File: config.mk
export PLATFORM = sky130hd
export DESIGN_NAME = cmm_memmap
export DESIGN_NICKNAME = d
export VERILOG_FILES = /design/src/cmm_pkg.sv /design/src/cmm_memmap.sv
export SDC_FILE = /design/constraint.sdc
export NUM_CORES = 1
export LEC_CHECK = 0
export ABC_AREA = 1
export BUFFER_PORTS_ARGS = -buffer_cell sky130_fd_sc_hd__clkbuf_2
export CORE_MARGIN = 1.5
export CORE_UTILIZATION = 30
export DETAILED_ROUTE_END_ITERATION = 8
export GPL_TIMING_DRIVEN = 0
export HOLD_SLACK_MARGIN = 0.06
export PLACE_DENSITY = 0.54
export RECOVER_POWER = 100
export SYNTH_ARGS = -nofsm -noshare
export SYNTH_HDL_FRONTEND = slang
export SYNTH_SLANG_ARGS = --single-unit
export TNS_END_PERCENT = 20
File: constraint.sdc
create_clock -name aclk -period 7.25 [get_ports aclk]
set_input_delay 1.0875 -clock aclk [delete_from_list [all_inputs] [get_ports aclk]]
set_output_delay 1.0875 -clock aclk [all_outputs]
set_load 0.005 [all_outputs]
File: src/cmm_pkg.sv
// package: constants, states and carriers of the cpu memory map decoder
package cmm_pkg;
  // program side
  localparam int          IP_W          = 15;
  localparam int          PROG_AW       = 13;
  localparam int          PROG_DW       = 14;
  localparam logic [14:0] RESET_VECTOR  = 15'h0000;
  localparam logic [14:0] INTR_VECTOR   = 15'h0004;
  localparam int          PAGE_LSB      = 11;
  localparam int          PTR_PROG_BIT  = 15;
  localparam int          STK_DEPTH     = 16;
  localparam logic [4:0]  STK_FULL      = 5'h10;
  // data side
  localparam int          BANK_W        = 5;
  localparam int          LOC_W         = 7;
  localparam int          DADDR_W       = 12;
  localparam logic [6:0]  CORE_LAST     = 7'h0b;
  localparam logic [6:0]  LOC_WIN0      = 7'h00;
  localparam logic [6:0]  LOC_WIN1      = 7'h01;
  localparam logic [6:0]  LOC_IP_LOW    = 7'h02;
  localparam logic [6:0]  LOC_STATUS    = 7'h03;
  localparam logic [6:0]  LOC_PTR0_LO   = 7'h04;
  localparam logic [6:0]  LOC_PTR0_HI   = 7'h05;
  localparam logic [6:0]  LOC_PTR1_LO   = 7'h06;
  localparam logic [6:0]  LOC_PTR1_HI   = 7'h07;
  localparam logic [6:0]  LOC_BANK      = 7'h08;
  localparam logic [6:0]  LOC_WORKING   = 7'h09;
  localparam logic [6:0]  LOC_LATCH_HI  = 7'h0a;
  localparam logic [6:0]  LOC_INT_CTRL  = 7'h0b;
  // status bit positions
  localparam int          ST_C          = 0;
  localparam int          ST_DC         = 1;
  localparam int          ST_Z          = 2;
  localparam int          ST_PD         = 3;
  localparam int          ST_TO         = 4;
  localparam logic [7:0]  STATUS_RESET  = 8'h18;
  // axi4-lite register byte offsets
  localparam logic [7:0]  A_CTRL        = 8'h00;
  localparam logic [7:0]  A_STACK       = 8'h04;
  localparam logic [7:0]  A_IPTR        = 8'h08;
  localparam logic [7:0]  A_CORE        = 8'h0c;
  localparam logic [1:0]  RESP_OKAY     = 2'b00;
  localparam logic [1:0]  RESP_DECERR   = 2'b11;

  // access sequencer states
  typedef enum logic [3:0] {
    S_IDLE  = 4'b0001,
    S_DATA  = 4'b0010,
    S_PROG1 = 4'b0100,
    S_PROG2 = 4'b1000
  } cmm_state_t;

  // flow request from the execution datapath
  typedef struct packed {
    logic        advance;
    logic        intr_take;
    logic        call;
    logic        ret;
    logic        jump;
    logic [14:0] target;
  } cmm_flow_t;

  // file access request from the execution datapath
  typedef struct packed {
    logic       valid;
    logic       write;
    logic       indirect;
    logic       ptr_sel;
    logic [6:0] file;
    logic [7:0] wdata;
    logic       to_working;
    logic       clear_op;
    logic [2:0] flag_mask;
    logic [2:0] flag_val;
    logic       is_sub;
  } cmm_acc_t;
endpackage : cmm_pkg

File: src/cmm_memmap.sv
// cpu memory map decoder: program counter, stack, banking and core registers
// Operation
// - fifteen bit pointer over 32K x 14 space
// - addresses beyond memory wrap into it
// - reset loads 0000h, interrupt loads 0004h
// - pointer high bit 7 selects program memory
// - program read yields low eight bits
// - window writes to program memory ignored
// - program access costs one extra cycle
// - data memory is 32 banks of 128
// - bank order core, peripheral, ram, common
// - twelve core registers in every bank
// - bank select register picks direct bank
// - unimplemented data locations read zero
// - twelve bit address from bank and offset
// - direct or either pointer reaches everything
// - flag-updating ops block status flag writes
// - expiry and sleep flags not software writable
// - sixteen deep stack with overflow/underflow
// - 8192 implemented words, higher addresses alias
// - subtraction carry and digit carry are inverted borrows, zero flag passes as is
// - clear of status sets zero flag only
//
// Design decisions made here: register access over AXI4-Lite and the placing of the registers.
`timescale 1ns/1ns
`default_nettype none
module cmm_memmap
  import cmm_pkg::*;
(
  input  wire logic               aclk,
  input  wire logic               aresetn,
  // axi4-lite slave
  input  wire logic [7:0]         s_axi_awaddr,
  input  wire logic               s_axi_awvalid,
  output logic                    s_axi_awready,
  input  wire logic [31:0]        s_axi_wdata,
  input  wire logic [3:0]         s_axi_wstrb,
  input  wire logic               s_axi_wvalid,
  output logic                    s_axi_wready,
  output logic [1:0]              s_axi_bresp,
  output logic                    s_axi_bvalid,
  input  wire logic               s_axi_bready,
  input  wire logic [7:0]         s_axi_araddr,
  input  wire logic               s_axi_arvalid,
  output logic                    s_axi_arready,
  output logic [31:0]             s_axi_rdata,
  output logic [1:0]              s_axi_rresp,
  output logic                    s_axi_rvalid,
  input  wire logic               s_axi_rready,
  // execution datapath
  input  wire cmm_pkg::cmm_flow_t flow,
  input  wire cmm_pkg::cmm_acc_t  acc,
  output logic                    acc_ready,
  output logic                    resp_valid,
  output logic [7:0]              resp_data,
  input  wire logic               wdt_expired,
  input  wire logic               wdt_cleared,
  input  wire logic               sleep_entered,
  // memory arrays
  output logic [12:0]             prog_addr,
  output logic [1:0]              prog_page,
  output logic                    prog_rd,
  input  wire logic [13:0]        prog_rdata,
  output logic [11:0]             data_addr,
  output logic                    data_rd,
  output logic                    data_wr,
  output logic [7:0]              data_wdata,
  input  wire logic [7:0]         data_rdata,
  input  wire logic               data_hit,
  output logic                    soft_reset
);

  // sequencer and core register state
  cmm_state_t   state_q;
  cmm_acc_t     req_q;
  logic [14:0]  ip_q;
  logic [4:0]   bank_q;
  logic [15:0]  ptr0_q, ptr1_q;
  logic [7:0]   status_q, working_q, int_ctrl_q;
  logic [6:0]   latch_hi_q;
  logic [11:0]  daddr_q;
  logic [12:0]  paddr_q;
  logic [14:0]  stack_q [STK_DEPTH];
  logic [4:0]   sp_q;
  logic         ovf_q, unf_q, stk_rst_en_q, soft_reset_q;
  logic [7:0]   resp_data_q;
  logic         resp_valid_q;

  wire  [15:0]  ptr_sel = acc.ptr_sel ? ptr1_q : ptr0_q;
  wire          to_prog = acc.indirect && ptr_sel[PTR_PROG_BIT];
  wire  [11:0]  dir_addr = {bank_q, acc.file};
  wire  [11:0]  new_daddr = acc.indirect ? ptr_sel[11:0] : dir_addr;
  wire          take = acc.valid && (state_q == S_IDLE);
  wire  [6:0]   loc = daddr_q[6:0];
  wire          is_core = (loc <= CORE_LAST);
  wire          done = (state_q == S_DATA) || (state_q == S_PROG2);
  wire          wr_core = (state_q == S_DATA) && req_q.write && is_core;

  logic [7:0] core_rd;
  always_comb begin
    unique case (loc)
      LOC_IP_LOW:   core_rd = ip_q[7:0];
      LOC_STATUS:   core_rd = status_q;
      LOC_PTR0_LO:  core_rd = ptr0_q[7:0];
      LOC_PTR0_HI:  core_rd = ptr0_q[15:8];
      LOC_PTR1_LO:  core_rd = ptr1_q[7:0];
      LOC_PTR1_HI:  core_rd = ptr1_q[15:8];
      LOC_BANK:     core_rd = {3'h0, bank_q};
      LOC_WORKING:  core_rd = working_q;
      LOC_LATCH_HI: core_rd = {1'b0, latch_hi_q};
      LOC_INT_CTRL: core_rd = int_ctrl_q;
      default:      core_rd = 8'h00;
    endcase
  end
  wire  [7:0]   rd_val = (state_q == S_PROG2) ? prog_rdata[7:0] :
                         is_core ? core_rd :
                         data_hit ? data_rdata : 8'h00;

  // sequencer: program access takes one more cycle
  always_ff @(posedge aclk) begin
    if (!aresetn) begin
      state_q <= S_IDLE;
    end else begin
      unique case (state_q)
        S_IDLE:  state_q <= take ? (to_prog ? S_PROG1 : S_DATA) : S_IDLE;
        S_PROG1: state_q <= S_PROG2;
        S_DATA, S_PROG2: state_q <= S_IDLE;
      endcase
    end
  end

  // latch request and addresses at acceptance
  always_ff @(posedge aclk) begin
    if (!aresetn) begin
      req_q   <= '0;
      daddr_q <= 12'h000;
      paddr_q <= 13'h0000;
    end else if (take) begin
      req_q   <= acc;
      daddr_q <= new_daddr;
      paddr_q <= ptr_sel[PROG_AW-1:0];
    end
  end

  // answer to the datapath, one cycle after completion
  always_ff @(posedge aclk) begin
    if (!aresetn) begin
      resp_valid_q <= 1'b0;
      resp_data_q  <= 8'h00;
    end else begin
      resp_valid_q <= done;
      if (done) resp_data_q <= rd_val;
    end
  end

  // stack push and pop, overflow and underflow
  wire push = flow.call || flow.intr_take;
  wire pop  = flow.ret && !push;
  wire ovf_ev = push && (sp_q == STK_FULL);
  wire unf_ev = pop && (sp_q == 5'h00);
  always_ff @(posedge aclk) begin
    if (!aresetn) begin
      sp_q <= 5'h00;
    end else if (push && !ovf_ev) begin
      stack_q[sp_q[3:0]] <= ip_q;
      sp_q <= sp_q + 5'h01;
    end else if (pop && !unf_ev) begin
      sp_q <= sp_q - 5'h01;
    end
  end
  wire [14:0] pop_val = stack_q[sp_q[3:0] - 4'h1];

  always_ff @(posedge aclk) begin
    if (!aresetn) begin
      ip_q <= RESET_VECTOR;
    end else if (flow.intr_take) begin
      ip_q <= INTR_VECTOR;
    end else if (flow.call || flow.jump) begin
      ip_q <= flow.target;
    end else if (pop) begin
      ip_q <= unf_ev ? RESET_VECTOR : pop_val;
    end else if (wr_core && loc == LOC_IP_LOW) begin
      ip_q <= {latch_hi_q, req_q.wdata};
    end else if (flow.advance) begin
      ip_q <= ip_q + 15'h0001;
    end
  end

  wire [2:0] alu_flags = req_q.is_sub ?
             (req_q.flag_val ^ 3'b011) : req_q.flag_val;
  // status write blocked for updated flags
  // only a data-side core write sets unmasked bits; any completed access but a clear of status, program ones too, updates masked flags
  wire [2:0] st_low = (wr_core && loc == LOC_STATUS) ?
             ((req_q.wdata[2:0] & ~req_q.flag_mask) |
              (alu_flags & req_q.flag_mask)) :
             ((status_q[2:0] & ~req_q.flag_mask) |
              (alu_flags & req_q.flag_mask));
  // clear of status: zero flag set, others kept
  wire [2:0] st_clr = {1'b1, status_q[ST_DC], status_q[ST_C]};

  // status register; upper bits always read zero
  always_ff @(posedge aclk) begin
    if (!aresetn) begin
      status_q <= STATUS_RESET;
    end else begin
      if (wr_core && req_q.clear_op && loc == LOC_STATUS) begin
        status_q[2:0] <= st_clr;
      end else if (done) begin
        status_q[2:0] <= st_low;
      end
      // expiry and sleep flags are hardware only
      if (wdt_expired) status_q[ST_TO] <= 1'b0;
      else if (wdt_cleared) status_q[ST_TO] <= 1'b1;
      if (sleep_entered) status_q[ST_PD] <= 1'b0;
      else if (wdt_cleared) status_q[ST_PD] <= 1'b1;
    end
  end

  // remaining core registers written by file access
  always_ff @(posedge aclk) begin
    if (!aresetn) begin
      bank_q     <= 5'h00;
      ptr0_q     <= 16'h0000;
      ptr1_q     <= 16'h0000;
      working_q  <= 8'h00;
      latch_hi_q <= 7'h00;
      int_ctrl_q <= 8'h00;
    end else begin
      if (wr_core && loc == LOC_BANK) bank_q <= req_q.wdata[4:0];
      if (wr_core && loc == LOC_PTR0_LO) ptr0_q[7:0] <= req_q.wdata;
      if (wr_core && loc == LOC_PTR0_HI) ptr0_q[15:8] <= req_q.wdata;
      if (wr_core && loc == LOC_PTR1_LO) ptr1_q[7:0] <= req_q.wdata;
      if (wr_core && loc == LOC_PTR1_HI) ptr1_q[15:8] <= req_q.wdata;
      if (wr_core && loc == LOC_LATCH_HI) latch_hi_q <= req_q.wdata[6:0];
      if (wr_core && loc == LOC_INT_CTRL) int_ctrl_q <= req_q.wdata;
      // program byte lands in working register
      if (done && req_q.to_working) working_q <= rd_val;
      else if (wr_core && loc == LOC_WORKING) working_q <= req_q.wdata;
    end
  end

  // axi4-lite write side: address and data taken in either order
  logic       aw_have_q, w_have_q, bvalid_q;
  logic [7:0] aw_addr_q;
  logic [31:0] w_data_q;
  logic [3:0] w_strb_q;
  logic [1:0] bresp_q;
  wire        wr_go = aw_have_q && w_have_q && !bvalid_q;
  wire        wr_ok = (aw_addr_q == A_CTRL) || (aw_addr_q == A_STACK);
  always_ff @(posedge aclk) begin
    if (!aresetn) begin
      aw_have_q <= 1'b0;
      w_have_q  <= 1'b0;
      bvalid_q  <= 1'b0;
      aw_addr_q <= 8'h00;
      w_data_q  <= 32'h0000_0000;
      w_strb_q  <= 4'h0;
      bresp_q   <= RESP_OKAY;
    end else begin
      if (s_axi_awvalid && s_axi_awready) begin
        aw_have_q <= 1'b1;
        aw_addr_q <= s_axi_awaddr;
      end
      if (s_axi_wvalid && s_axi_wready) begin
        w_have_q <= 1'b1;
        w_data_q <= s_axi_wdata;
        w_strb_q <= s_axi_wstrb;
      end
      if (wr_go) begin
        aw_have_q <= 1'b0;
        w_have_q  <= 1'b0;
        bvalid_q  <= 1'b1;
        bresp_q   <= wr_ok ? RESP_OKAY : RESP_DECERR;
      end else if (s_axi_bready) begin
        bvalid_q <= 1'b0;
      end
    end
  end

  // sticky stack flags; a new event beats the clear
  wire clr_en = wr_go && aw_addr_q == A_STACK && w_strb_q[0];
  always_ff @(posedge aclk) begin
    if (!aresetn) begin
      ovf_q        <= 1'b0;
      unf_q        <= 1'b0;
      stk_rst_en_q <= 1'b0;
      soft_reset_q <= 1'b0;
    end else begin
      ovf_q <= ovf_ev || (ovf_q && !(clr_en && w_data_q[0]));
      unf_q <= unf_ev || (unf_q && !(clr_en && w_data_q[1]));
      if (wr_go && aw_addr_q == A_CTRL && w_strb_q[0])
        stk_rst_en_q <= w_data_q[0];
      soft_reset_q <= stk_rst_en_q && (ovf_ev || unf_ev);
    end
  end

  // axi4-lite read side; unmapped addresses answer decode error
  logic        rvalid_q;
  logic [31:0] rdata_q;
  logic [1:0]  rresp_q;
  wire         ar_ok = (s_axi_araddr == A_CTRL) || (s_axi_araddr == A_STACK)
                    || (s_axi_araddr == A_IPTR) || (s_axi_araddr == A_CORE);
  wire  [31:0] ar_val =
      (s_axi_araddr == A_CTRL)  ? {31'h0, stk_rst_en_q} :
      (s_axi_araddr == A_STACK) ? {22'h0, sp_q, 3'h0, unf_q, ovf_q} :
      (s_axi_araddr == A_IPTR)  ? {17'h0, ip_q} :
      (s_axi_araddr == A_CORE)  ? {8'h0, working_q, status_q, 3'h0, bank_q} :
      32'h0000_0000;
  always_ff @(posedge aclk) begin
    if (!aresetn) begin
      rvalid_q <= 1'b0;
      rdata_q  <= 32'h0000_0000;
      rresp_q  <= RESP_OKAY;
    end else if (s_axi_arvalid && s_axi_arready) begin
      rvalid_q <= 1'b1;
      rdata_q  <= ar_val;
      rresp_q  <= ar_ok ? RESP_OKAY : RESP_DECERR;
    end else if (s_axi_rready) begin
      rvalid_q <= 1'b0;
    end
  end

  // port drive; handshake outputs combinational
  assign s_axi_awready = !aw_have_q && !bvalid_q;
  assign s_axi_wready  = !w_have_q && !bvalid_q;
  assign s_axi_bvalid  = bvalid_q;
  assign s_axi_bresp   = bresp_q;
  assign s_axi_arready = !rvalid_q;
  assign s_axi_rvalid  = rvalid_q;
  assign s_axi_rdata   = rdata_q;
  assign s_axi_rresp   = rresp_q;
  assign acc_ready     = (state_q == S_IDLE);
  assign resp_valid    = resp_valid_q;
  assign resp_data     = resp_data_q;
  // fetch address aliases to 8192 words
  assign prog_addr     = (state_q == S_PROG1 || state_q == S_PROG2) ?
                         paddr_q : ip_q[PROG_AW-1:0];
  assign prog_page     = ip_q[PAGE_LSB+1:PAGE_LSB];
  assign prog_rd       = (state_q == S_PROG1);
  // array sees bank and in-bank offset past the core block
  assign data_addr     = daddr_q;
  assign data_rd       = (state_q == S_DATA) && !req_q.write && !is_core;
  assign data_wr       = (state_q == S_DATA) && req_q.write && !is_core;
  assign data_wdata    = req_q.wdata;
  assign soft_reset    = soft_reset_q;
endmodule : cmm_memmap
`default_nettype wire

# Yosys cells after proc, flatten, opt, wreduce, memory -nomap -nowiden
# Memory sizes are Yosys's and may differ from the RTL's.
# Cells that the tools add are included.
dict set report classes {
  eq_ne 19
  reduce_logical 79
  magnitude_cmp 1
  addsub 4
  bitwise 9
  mux 40
}
# op count
set ops {}
lappend ops {{2-to-1 mux 24 bit} 4}
lappend ops {{case mux 8 bit (10 select lines)} 1}
lappend ops {{2-to-1 mux 15 bit} 5}
lappend ops {{logical AND 1 bit} 41}
lappend ops {{2-to-1 mux 8 bit} 5}
lappend ops {{== test 7 x 3 -> 1 bit, second input constant} 4}
lappend ops {{== test 7 x 4 -> 1 bit, second input constant} 4}
lappend ops {{2-to-1 mux 3 bit} 6}
lappend ops {{== test 8 x 3 -> 1 bit, second input constant} 2}
lappend ops {{== test 8 x 4 -> 1 bit, second input constant} 2}
lappend ops {{logical NOT 8 bit} 2}
lappend ops {{2-to-1 mux 16 bit} 1}
lappend ops {{adder 15 x 1 -> 15 bit, second input constant} 1}
lappend ops {{== test 7 x 2 -> 1 bit, second input constant} 2}
lappend ops {{nonzero test 2 bit} 7}
lappend ops {{2-to-1 mux 13 bit} 1}
lappend ops {{2-to-1 mux 12 bit} 1}
lappend ops {{case mux 4 bit (3 select lines)} 1}
lappend ops {{logical NOT 1 bit} 11}
lappend ops {{logical OR 1 bit} 11}
lappend ops {{2-to-1 mux 1 bit} 10}
lappend ops {{2-to-1 mux 5 bit} 2}
lappend ops {{AND 3 bit} 3}
lappend ops {{less-or-equal comparator 7 x 4 -> 1 bit, second input constant} 1}
lappend ops {{18 further kinds} 24}
dict set report word_totals {
  mem_bits_rw 240
  input_bits 133
  output_inout_bits 90
  register_bits 196
  n_memories 1
}
# name words width rd rd_clocked_by_memory_dff wr line_no
set memory_table {}
lappend memory_table {stack_q 16 15 1 0 1 cmm_memmap.sv:83} ;# logic [14:0] stack_q [STK_DEPTH];

# Longest topological paths before layout
# Gate-level depths: netlist of the first run.
dict set report logic_depth {
  depth_word 8
  depth_mapped 17
  ltp_nobuf 14
}

# Worst setup path after synthesis of the first run
# Ideal clock, no wire load.
dict set report synth_path {
  path_type {input -> register}
  startpoint {input port aresetn}
  endpoint {memory stack_q[10][0], enable pin}
  slack_ns 4.212
  arrival_ns 2.652
  path_stages 6
  path_cell_list {clkbuf_1 inv_1 clkbuf_1 nor2_1 nand2_1 nor2_1}
}
dict set report synth_between {
  elab_chain_cells 2
}
# item line_no
set synth_lines {}
lappend synth_lines {{start, declared} cmm_memmap.sv:31} ;# input wire logic aresetn,
lappend synth_lines {{2-to-1 mux 1 bit} cmm_memmap.sv:162} ;# if (!aresetn) begin
lappend synth_lines {{2-to-1 mux 1 bit (not written as such)} cmm_memmap.sv:165} ;# stack_q[sp_q[3:0]] <= ip_q;
lappend synth_lines {{end, declared} cmm_memmap.sv:83}
# No other way between the ends.

# Worst setup path in the final report of the first run
dict set report layout_path {
  startpoint {register state_q[3]}
  endpoint {output port prog_addr[0]}
}
dict set report layout_between {
  elab_chain_cells 3
  elab_cells_between_ends 4
}
# item line_no
set layout_lines {}
lappend layout_lines {{start, declared} cmm_memmap.sv:74} ;# cmm_state_t state_q;
lappend layout_lines {{start signal, assigned} cmm_memmap.sv:125} ;# S_IDLE: state_q <= take ? (to_prog ? S_PROG1 : S_DATA) : S_IDLE;
lappend layout_lines {{== test 4 x 3 -> 1 bit / == test 4 bit (equally long branches)} cmm_memmap.sv:336} ;# assign prog_addr = (state_q == S_PROG1 || state_q == S_PROG2) ?
lappend layout_lines {{logical OR 1 bit (*)} cmm_memmap.sv:336}
lappend layout_lines {{2-to-1 mux 13 bit (*)} cmm_memmap.sv:336}
lappend layout_lines {{end, declared} cmm_memmap.sv:60} ;# output logic [12:0] prog_addr,
# Every way passes the cells marked *; elsewhere a longest branch is shown, timed or not.

==> results.cfg, run 1 <==
[status]
outcome = complete, but fails checks
violations = max-capacitance violations, max-slew violations

[clocking]
post_cts_buffers = 0
cts.clk_slew.worst_paths_ps = 60
cts.repair.resized = 0
root_buffer = clkbuf_16
cts_tree = yes
cts_sinks = 425
clockBufferDepth = 3
insertion_delay_ps = 600
cts_hold_buf = 0
cts-buffers-inserted = 47
cts_max_level = 2

[global_route]
grt_max_degree = 24
antenna_found_initial = 0
grt-ovfl-total = 0
grt_util_all_layers_pct = 21.0
grt_pass1_wl_um = 101000
grt_pass1_vias = 15898

[placed_design]
post-dp-hpwl_um = 50900
gp_congestion = 0.958
place_inst = 3203
port-buffer-count = 171

[floorplan]
start_util_pct = 30.2
die_h_um = 254
die_w_um = 254
pin_count = 223
die_area_um2 = 64800
core_area_um2 = 62700
rows = 92

[power]
power.total_w = 0.00658
cellPowerDensity_nw_per_um2 = 293
ir_worst_vdd_mv = 0.187
p_leak_nw = 8.50
internal_power_w = 0.00451
combPwrFrac_pct = 19.8
p_switching_w = 0.00208
swShare_pct = 31.6
power.share.sequential_pct = 41.6
clkPwrFrac_pct = 38.7

[synth]
synth_area_um2 = 19000
synthCells = 2164
ys_seq_area_share_pct = 57.5
synth_top_area_share_pct = 38.0
syn_avg_cell_area_um2 = 8.77
ys_types = 43
synth_warnings = 0
ys_ff_latch = 425
ys_top_cells_by_area = edfxtp_1 (38%), dfxtp_1 (20%), nand2_1 (10%)
yosys.area.top_type = edfxtp_1

[cells_and_area]
layout-drive-gt1-share_pct = 10.3
diodes = 0
layout.nets = 2549
fin_cells = 3291
area_growth_pct = 18.3

[timing]
skew_ps = 23.2
clock.fmax_ghz = 0.213
final.period_utilization_pct = 64.8
period_needed_ps = 4700
whs_ps = 458
slew_headroom_pct = -5.58
tns_ps = 0
drv_slew = 16
finalHoldViolCount = 0
rsz0062_at_grt = false
tightest_slew_ps = 1580
finalSetupViolations = 0

[hold_path]
min_path_type = reg -> reg

[setup_path]
cp.arrival_ps = 3610
endpoint_kind = output port
cp.required_ps = 6160
start_kind = register
worstPathMaxFanout = 10
crit_type = reg -> out

[job]
drv_cap = 1

[detailed_routing]
drt-initial-drc-count = 1484
viasPerCell = 5.08
drcViolationCount = 0
routed_wirelength_um = 69300
dr.pass1.iters = 5
vias = 16727
ant_nets = 0
wl_per_cell_um = 21.1
==> stage by stage <==
stage | cell area, µm² | util [%] | setup slack, ps
floorplan | 19000 | - | 4210
global placement | 20900 | 33.3 | 2820
detailed placement | 21200 | 33.9 | 3420
CTS | 22900 | 36.5 | 3220
global route | 22400 | 35.8 | 2280
finish | 22400 | 35.8 | 2550
==> critical path: stages, from the launching register on <==
cell and delay [ps]:
dfxtp_1 360, inv_1 70, nor3_1 890, inv_1 350
nand2_1 490, clkbuf_1 380, o21ai_0 300, clkbuf_1 180
==> cell families (layout without fill, tap and decap cells) <==
kind of cell	after synthesis	after routing	synth area share [%]
xor gates and xnor gates	3	3	0.139
AOI/OAI and AO/OA	361	361	10.2
muxes	5	5	0.264
other	1	9	0.0198
DFF	425	425	57.5
buffers and inverters	286	559	6.34
and+or+nand+nor	1073	1073	24.8
adders and majority gates	10	10	0.699
==> state kept, by name, indices dropped and copies added (netlist names), 4 cells and up, named ones only <==
name,cells
data_wdata,8
ptr0_q,16
paddr_q,13
aw_addr_q,8
bank_q,5
latch_hi_q,7
stack_q,240
sp_q,5
working_q,8
req_q,10
state_q,4
ptr1_q,16
int_ctrl_q,8
data_addr,12
resp_data,8
s_axi_rdata,23
ip_q,15
==> path summary, 6_finish.rpt <==
| path | start | endpoint | slack, ps | cells after the start |
|---|---|---|---|---|
| worst max-delay path | state_q[3]$_SDFF_PN0_ | prog_addr[0] | 2550 | 7 |
| worst max register to register | sp_q[0]$_SDFFE_PN0P_ | stack_q[9][12]$_DFFE_PP_ | 2650 | 13 |
| worst min register to register | aw_addr_q[4]$_SDFFE_PN0P_ | aw_addr_q[4]$_SDFFE_PN0P_ | 460 | 2 |
| worst min-delay path | aw_addr_q[4]$_SDFFE_PN0P_ | aw_addr_q[4]$_SDFFE_PN0P_ | 460 | 2 |
==> layer usage <==
layer	routed length, µm	part of all wire, %	up-vias	GRT usage, %
li1	-	-	7862	-
met1	28500	41	8068	26.7
met2	33800	49	654	35.9
met3	4520	6.5	143	3.55
met4	2550	3.7	0	7.76
met5	0	0	-	0
==> placed cells by master (no fill, tap or decap), types with 14 or more instances in the layout <==
cell / count
or2_2: 15
nor2_1: 129
dfxtp_1: 185
edfxtp_1: 240
o211ai_1: 14
nand3_1: 362
inv_1: 148
o21ai_0: 150
buf_2: 17
nand2_1: 526
clkbuf_16: 51
clkbuf_1: 169
a31oi_1: 24
clkbuf_2: 110
a21oi_1: 149
==> final cells by class <==
cell class	count	area, µm²
tap	846	1060
clock inverter	20	248
multi-input combinational	1461	6800
buffer	130	596
clock buffer	68	1410
fill	6515	40300
inverter	156	586
timing repair buffer	185	832
sequential	425	10900
==> power groups by stage <==
stage | Sequential, W | Combinational [W] | Clock [W]
after detailed placement | 0.00279 | 0.00133 | 0
after CTS | 0.00273 | 0.00133 | 0.00258
after global placement | 0.00278 | 0.00129 | 0
final | 0.00274 | 0.00130 | 0.00255
after global routing | 0.00274 | 0.00142 | 0.00267
after floorplan | 0.00274 | 0.000798 | 0
==> cells in the mapped netlist (all sizes together) <==
cell      n
a31oi    24
nor2    133
nand3b    4
inv     150
o22ai     4
clkinv    6
xor2      2
buf      60
nor3     13
nand2   527
or2      15
clkbuf   70
fa        1
nand3   364
a21oi   149
a22oi     3
conb      1
edfxtp  240
o31ai     1
ha        9
o21a      6
a211oi   10
nand4    12
nor4      5
o21ai   150
o211ai   14
dfxtp   185
mux2i     5
xnor2     1
No activity file was read; power rests on OpenSTA's default activity.
==> run 2, diff against run 1 <==
--- a/config.mk
+++ b/config.mk
@@ -5,14 +5,14 @@
 export SDC_FILE = /design/constraint.sdc
 export NUM_CORES = 1
 export LEC_CHECK = 0
-export ABC_AREA = 1
+export ABC_AREA = 0
 export BUFFER_PORTS_ARGS = -buffer_cell sky130_fd_sc_hd__clkbuf_2
 export CORE_MARGIN = 1.5
 export CORE_UTILIZATION = 30
 export DETAILED_ROUTE_END_ITERATION = 8
 export GPL_TIMING_DRIVEN = 0
 export HOLD_SLACK_MARGIN = 0.06
-export PLACE_DENSITY = 0.54
+export PLACE_DENSITY = 0.55
 export RECOVER_POWER = 100
 export SYNTH_ARGS = -nofsm -noshare
 export SYNTH_HDL_FRONTEND = slang
==> constraint.sdc (replaced) <==
create_clock -name aclk -period 4.09 [get_ports aclk]
set_input_delay 0.6135 -clock aclk [delete_from_list [all_inputs] [get_ports aclk]]
set_output_delay 0.6135 -clock aclk [all_outputs]
set_load 0.005 [all_outputs]
==> run 2 against run 1 <==
  * The run now ends clean
  * Combinational power is 92% higher
  * Critical path depth is 3 higher
  * Via count is 14% lower
  * Setup slack worse by 2400 ps
  * Clock skew is 5.7 ps higher
  * Cell area is 0.25% higher
==> results.cfg, run 2 <==
[status]
outcome = finished, final reports clean

[clocking]
root_buffer = clkbuf_16
insertion_delay_ps = 600
cts.clk_slew.worst_paths_ps = 60
cts-buffers-inserted = 48
cts_sinks = 425
cts_tree = yes
cts_max_level = 2
clockBufferDepth = 3

[setup_path]
worstPathMaxFanout = 10
r2r-end = stack_q[4][3]$_DFFE_PP_
rrSetupSlack_ps = 200
max_stage_delay_ps = 660
crit_chain = clkbuf_1, buf_2, buf_2, inv_1, ha_1, a31o_1, inv_1, nand3_1, nor2_1, clkbuf_2
endpoint_kind = register
rr_worst_depth = 10
cp.required_ps = 4340
path_buf_inv = 6
worst-path-stages = 10
crit_type = reg -> reg
r2r-start = sp_q[0]$_SDFFE_PN0P_
crit_family = buffers and inverters
cp.arrival_ps = 4140
start_kind = register
critPathSlowestCell = nor2_1

[hold_path]
hold_path_depth = 2
min-delay-start = sleep_entered
min_path_type = in -> reg
holdPathEnd = status_q[3]$_SDFFE_PN1P_

[floorplan]
die_w_um = 253
die_h_um = 253
start_util_pct = 30.4
die_area_um2 = 64300
rows = 91
pin_count = 223
core_area_um2 = 61800

[placed_design]
gp_congestion = 0.922
port-buffer-count = 171
post-dp-hpwl_um = 48400

[detailed_routing]
drcViolationCount = 0
vias = 14372
drt-initial-drc-count = 1018
viasPerCell = 5.28
ant_nets = 0
dr.pass1.iters = 5
wl_per_cell_um = 23.9
routed_wirelength_um = 65200

[global_route]
grt_util_all_layers_pct = 20.1
grt_max_degree = 25
grt-ovfl-total = 0
grt_pass1_vias = 14179
antenna_found_initial = 3
grt_pass1_wl_um = 94100

[timing]
period_needed_ps = 3890
clock.fmax_ghz = 0.257
finalHoldViolCount = 0
final.period_utilization_pct = 95.1
rsz0062_at_grt = false
slew_headroom_pct = 11.7
finalSetupViolations = 0
tightest_slew_ps = 1320
drv_slew = 0
tns_ps = 0
skew_ps = 28.9

[power]
internal_power_w = 0.00837
ir_worst_vdd_mv = 0.303
p_switching_w = 0.00345
swShare_pct = 29.2
cellPowerDensity_nw_per_um2 = 525
power.share.sequential_pct = 41.4
clkPwrFrac_pct = 37.6
combPwrFrac_pct = 21.1
power.total_w = 0.0118
p_leak_nw = 7.80

[cells_and_area]
filler_cell_count = 6126
largest_register_ffs = 240
layout.nets = 1992
mostFrequentLayoutCells = edfxtp_1 (240), dfxtp_1 (185), nand2_1 (155), clkbuf_1 (152), clkbuf_2 (136)
layout-drive-gt1-share_pct = 18.8
area_growth_pct = 19.5
final_common_cell = edfxtp_1
diodes = 0

[synth]
ys_ff_latch = 425
synthCells = 1604
synth_common_cells = edfxtp_1 (240), dfxtp_1 (185), nand2_1 (155), nor2_1 (125), a21oi_1 (105)
synth_area_um2 = 18800
ys_seq_area_share_pct = 58.0
ys_top_cells_by_area = edfxtp_1 (38%), dfxtp_1 (20%), mux4_2 (7.4%)
syn_avg_cell_area_um2 = 11.7
synth_flop_cell = edfxtp_1
synth_top_area_share_pct = 38.3
yosys.area.top_type = edfxtp_1
synth_edf_count = 240
ys_async_sr_fraction_pct = 0
synth_warnings = 0
ys_types = 82
synth_most_common_cell = edfxtp_1

[job]
drv_cap = 0
## run 2: cell types whose count changed in the layout (fill, tap and decap cells not counted), sizes merged, moves of 15 or more
cell    delta
a21boi    +26
a22oi     +19
a21oi     -44
mux2      +19
o22ai     +19
nand3    -340
o31ai     +19
mux4      +62
inv      -107
o21ai     -71
mux2i     +45
o211ai    +15
nand2    -372
## run 2: kinds of logic after synthesis
kind of cell             count (synthesis)  share of synthesized area [%]
multiplexers                           131                           11.2
AND/OR/NAND/NOR                        433                           11.1
adder cells (fa/ha/maj)                 10                          0.705
flip-flops                             425                           58.0
other                                    1                         0.0199
AO/OA/AOI/OAI                          401                           13.8
buffers and inverters                  186                           4.43
XOR/XNOR                                17                          0.791
## run 2: per-layer routing
layer  global-route usage [%]  routed length [µm]
met1                     24.3               25900
met2                     35.2               32300
met3                     3.73                4310
met4                     8.08                2620
met5                        0                  40
## run 2: how the worst max path moves through the flow
stage	start	end
2_1_floorplan	sp_q[0]$_SDFFE_PN0P_	stack_q[1][0]$_DFFE_PP_
3_3_place_gp	sp_q[0]$_SDFFE_PN0P_	stack_q[3][2]$_DFFE_PP_
3_5_place_dp	sp_q[0]$_SDFFE_PN0P_	ip_q[11]$_SDFFE_PP0P_
4_1_cts	sp_q[0]$_SDFFE_PN0P_	ip_q[2]$_SDFFE_PN0P_
5_1_grt	sp_q[0]$_SDFFE_PN0P_	stack_q[8][10]$_DFFE_PP_
6_report	sp_q[0]$_SDFFE_PN0P_	stack_q[4][3]$_DFFE_PP_
## run 2: layout make-up
class | instances | area, µm² | area share, %
plain buffers | 143 | 659 | 2.93
clock buffers | 66 | 1370 | 6.09
clock inverters | 21 | 260 | 1.16
inverters | 43 | 161 | 0.717
multi-input cells | 1001 | 7110 | 31.6
flip-flops and latches | 425 | 10900 | 48.5
well taps | 837 | 1050 | 4.65
repair buffers | 187 | 981 | 4.36
## run 2: through the flow
| step | cell area [µm²] | hold slack, ps | util [%] | setup slack [ps] | instances |
|---|---|---|---|---|---|
| after detailed placement | 21000 | 447 | 34.0 | 8.93 | 2636 |
| after global routing | 22500 | 196 | 36.4 | 11.2 | 2723 |
| final | 22500 | 208 | 36.4 | 200 | 2723 |
| after CTS | 22700 | 181 | 36.7 | 54.7 | 2723 |
| after floorplan | 18900 | 421 | - | 659 | 1612 |
| after global placement | 20800 | 442 | 33.6 | -875 | 2620 |
## run 2: repair_timing
item | CTS | global route
endpoints found under the setup margin | 2 | 13
gates resized for setup | 2 | 11
pin swaps | 0 | 0
hold buffers | 0 | 0
setup buffers | 0 | 0
## run 2: power by group through the flow
stage	registers (W)	clock network (W)	logic, W
4_1_cts	0.00489	0.00452	0.00251
6_report	0.00489	0.00444	0.00249
2_1_floorplan	0.00491	0	0.00161
3_5_place_dp	0.00498	0	0.00250
5_1_grt	0.00491	0.00467	0.00267
3_3_place_gp	0.00497	0	0.00242
==> run 3, diff against run 2 <==
--- a/config.mk
+++ b/config.mk
@@ -7,12 +7,13 @@
 export LEC_CHECK = 0
 export ABC_AREA = 0
 export BUFFER_PORTS_ARGS = -buffer_cell sky130_fd_sc_hd__clkbuf_2
+export CAP_MARGIN = 20
 export CORE_MARGIN = 1.5
-export CORE_UTILIZATION = 30
+export CORE_UTILIZATION = 25
 export DETAILED_ROUTE_END_ITERATION = 8
 export GPL_TIMING_DRIVEN = 0
 export HOLD_SLACK_MARGIN = 0.06
-export PLACE_DENSITY = 0.55
+export PLACE_DENSITY = 0.49
 export RECOVER_POWER = 100
 export SYNTH_ARGS = -nofsm -noshare
 export SYNTH_HDL_FRONTEND = slang
==> run 3 against run 2 <==
  * Critical path type is now reg -> out
  * Via count is 0.38% lower
  * Power decreased by 0.22%
  * Register-to-register slack better by 80 ps
  * Clock skew decreased by 8.7 ps
  * Maximum frequency rose by 0.84%
  * Global-route usage decreased by 2.4 points
  * Core utilization decreased by 6.0 points
  * Hold slack better by 15 ps
==> results.cfg, run 3 (synthesis results as in run 2) <==
[timing]
finalSetupViolations = 0
skew_ps = 20.1
period_needed_ps = 3860
whs_ps = 224
tns_ps = 0
clock.fmax_ghz = 0.259
finalHoldViolCount = 0
final.period_utilization_pct = 94.3
rsz0062_at_grt = false
drv_slew = 0
slew_headroom_pct = 16.5
tightest_slew_ps = 1240

[detailed_routing]
dr.pass1.iters = 5
ant_nets = 0
routed_wirelength_um = 69500
drcViolationCount = 0
wl_per_cell_um = 24.3
drt-initial-drc-count = 1137
vias = 14318
viasPerCell = 5.01

[power]
internal_power_w = 0.00829
p_leak_nw = 7.81
ir_worst_vdd_mv = 0.299
cellPowerDensity_nw_per_um2 = 522
power.share.sequential_pct = 41.4
swShare_pct = 29.7
p_switching_w = 0.00351
clkPwrFrac_pct = 36.9
combPwrFrac_pct = 21.7

[hold_path]
min_path_type = in -> reg

[placed_design]
post-dp-hpwl_um = 51500
place_area_um2 = 21300
gp_congestion = 0.914
place_inst = 2770
port-buffer-count = 171

[job]
drv_cap = 0

[clocking]
post_cts_buffers = 0
cts_tree = yes
cts-buffers-inserted = 47
cts_max_level = 2
clockBufferDepth = 3
root_buffer = clkbuf_16
cts_sinks = 425
insertion_delay_ps = 590
cts.clk_slew.worst_paths_ps = 60

[cells_and_area]
final_common_cell = edfxtp_1
layout-drive-gt1-share_pct = 19.2
postLayoutCoreUtil_pct = 30.4
largest_register_ffs = 240
layout.nets = 1996
mostFrequentLayoutCells = edfxtp_1 (240), dfxtp_1 (185), nand2_1 (155), clkbuf_2 (151), clkbuf_1 (150)
area_growth_pct = 20.1
fin_area_um2 = 22600
fin_cells = 2858

[setup_path]
crit_type = reg -> out
critPathSlowestCell = nor4b_2
crit_family = simple AND/OR/NAND/NOR gates
max_stage_delay_ps = 800
cp.arrival_ps = 3240
cp_common_cell = clkbuf_1
cp.required_ps = 3480
crit_chain = clkbuf_1, nor4b_2, nor2_1, clkbuf_1, mux2_1, clkbuf_2
start_kind = register
endpoint_kind = output port
path_buf_inv = 3
worstPathMaxFanout = 10

[status]
outcome = finished, final reports clean

[global_route]
grt_pass1_wl_um = 99800
grt_max_degree = 25
grt_pass1_vias = 14196
antenna_found_initial = 2
grt-ovfl-total = 0
grt_util_all_layers_pct = 17.7

[floorplan]
pin_count = 223
rows = 100
die_w_um = 277
die_h_um = 277
start_util_pct = 25.3
core_area_um2 = 74400
die_area_um2 = 76900
-- run 3: changes by cell type in the layout (fill, tap and decap cells not counted), sizes merged --
cell / change
inv: -1
clkinv: -3
diode: +1
clkinvlp: -2
bufinv: -2
clkbuf: +17
buf: -7
-- run 3: what timing repair did --
action / in CTS / in global routing
endpoints found under the hold margin: 0 / 0
setup endpoints to repair: 7 / 38
hold buffers: 0 / 0
resized for setup: 6 / 9
-- run 3: final timing paths --
kind         depth (start not counted)                   endpoint  slack [ps]                       from
min reg2reg                          2  aw_addr_q[4]$_SDFFE_PN0P_         460  aw_addr_q[4]$_SDFFE_PN0P_
min                                  2   status_q[3]$_SDFFE_PN1P_         220              sleep_entered
max                                  6               prog_addr[9]         230      state_q[3]$_SDFF_PN0_
max reg2reg                         10    stack_q[0][5]$_DFFE_PP_         280       sp_q[0]$_SDFFE_PN0P_
-- run 3: power by group through the flow --
stage               registers [W]  logic, W  clock network, W
floorplan                 0.00491   0.00161                 0
global placement          0.00498   0.00251                 0
detailed placement        0.00498   0.00258                 0
CTS                       0.00489   0.00259           0.00443
global route              0.00490   0.00275           0.00459
finish                    0.00488   0.00256           0.00435
-- run 3: area by class of cell --
| class | count | area (µm²) |
|---|---|---|
| timing repair buffer | 192 | 960 |
| multi-input combinational | 1001 | 7120 |
| inverter | 43 | 161 |
| sequential | 425 | 10900 |
| fill | 7614 | 51800 |
| tap | 969 | 1210 |
| clock buffer | 71 | 1420 |
| buffer | 143 | 661 |
| clock inverter | 13 | 148 |
| antenna | 1 | 2.50 |
-- run 3: layer usage --
| metal | track usage, % | wire [µm] | vias up |
|---|---|---|---|
| met5 | 0 | 23 | - |
| met4 | 6.82 | 2710 | 4 |
| met3 | 4.05 | 4680 | 143 |
| met2 | 29.3 | 33100 | 503 |
| met1 | 22.5 | 29000 | 7174 |
| li1 | - | - | 6494 |
-- run 3: per-stage QoR --
stage          total power (W)  worst slack (ps)
2_1_floorplan          0.00652               659
6_report                0.0118               232
3_5_place_dp           0.00756              -212
5_1_grt                 0.0122              37.4
4_1_cts                 0.0119              58.1
3_3_place_gp           0.00749              -936
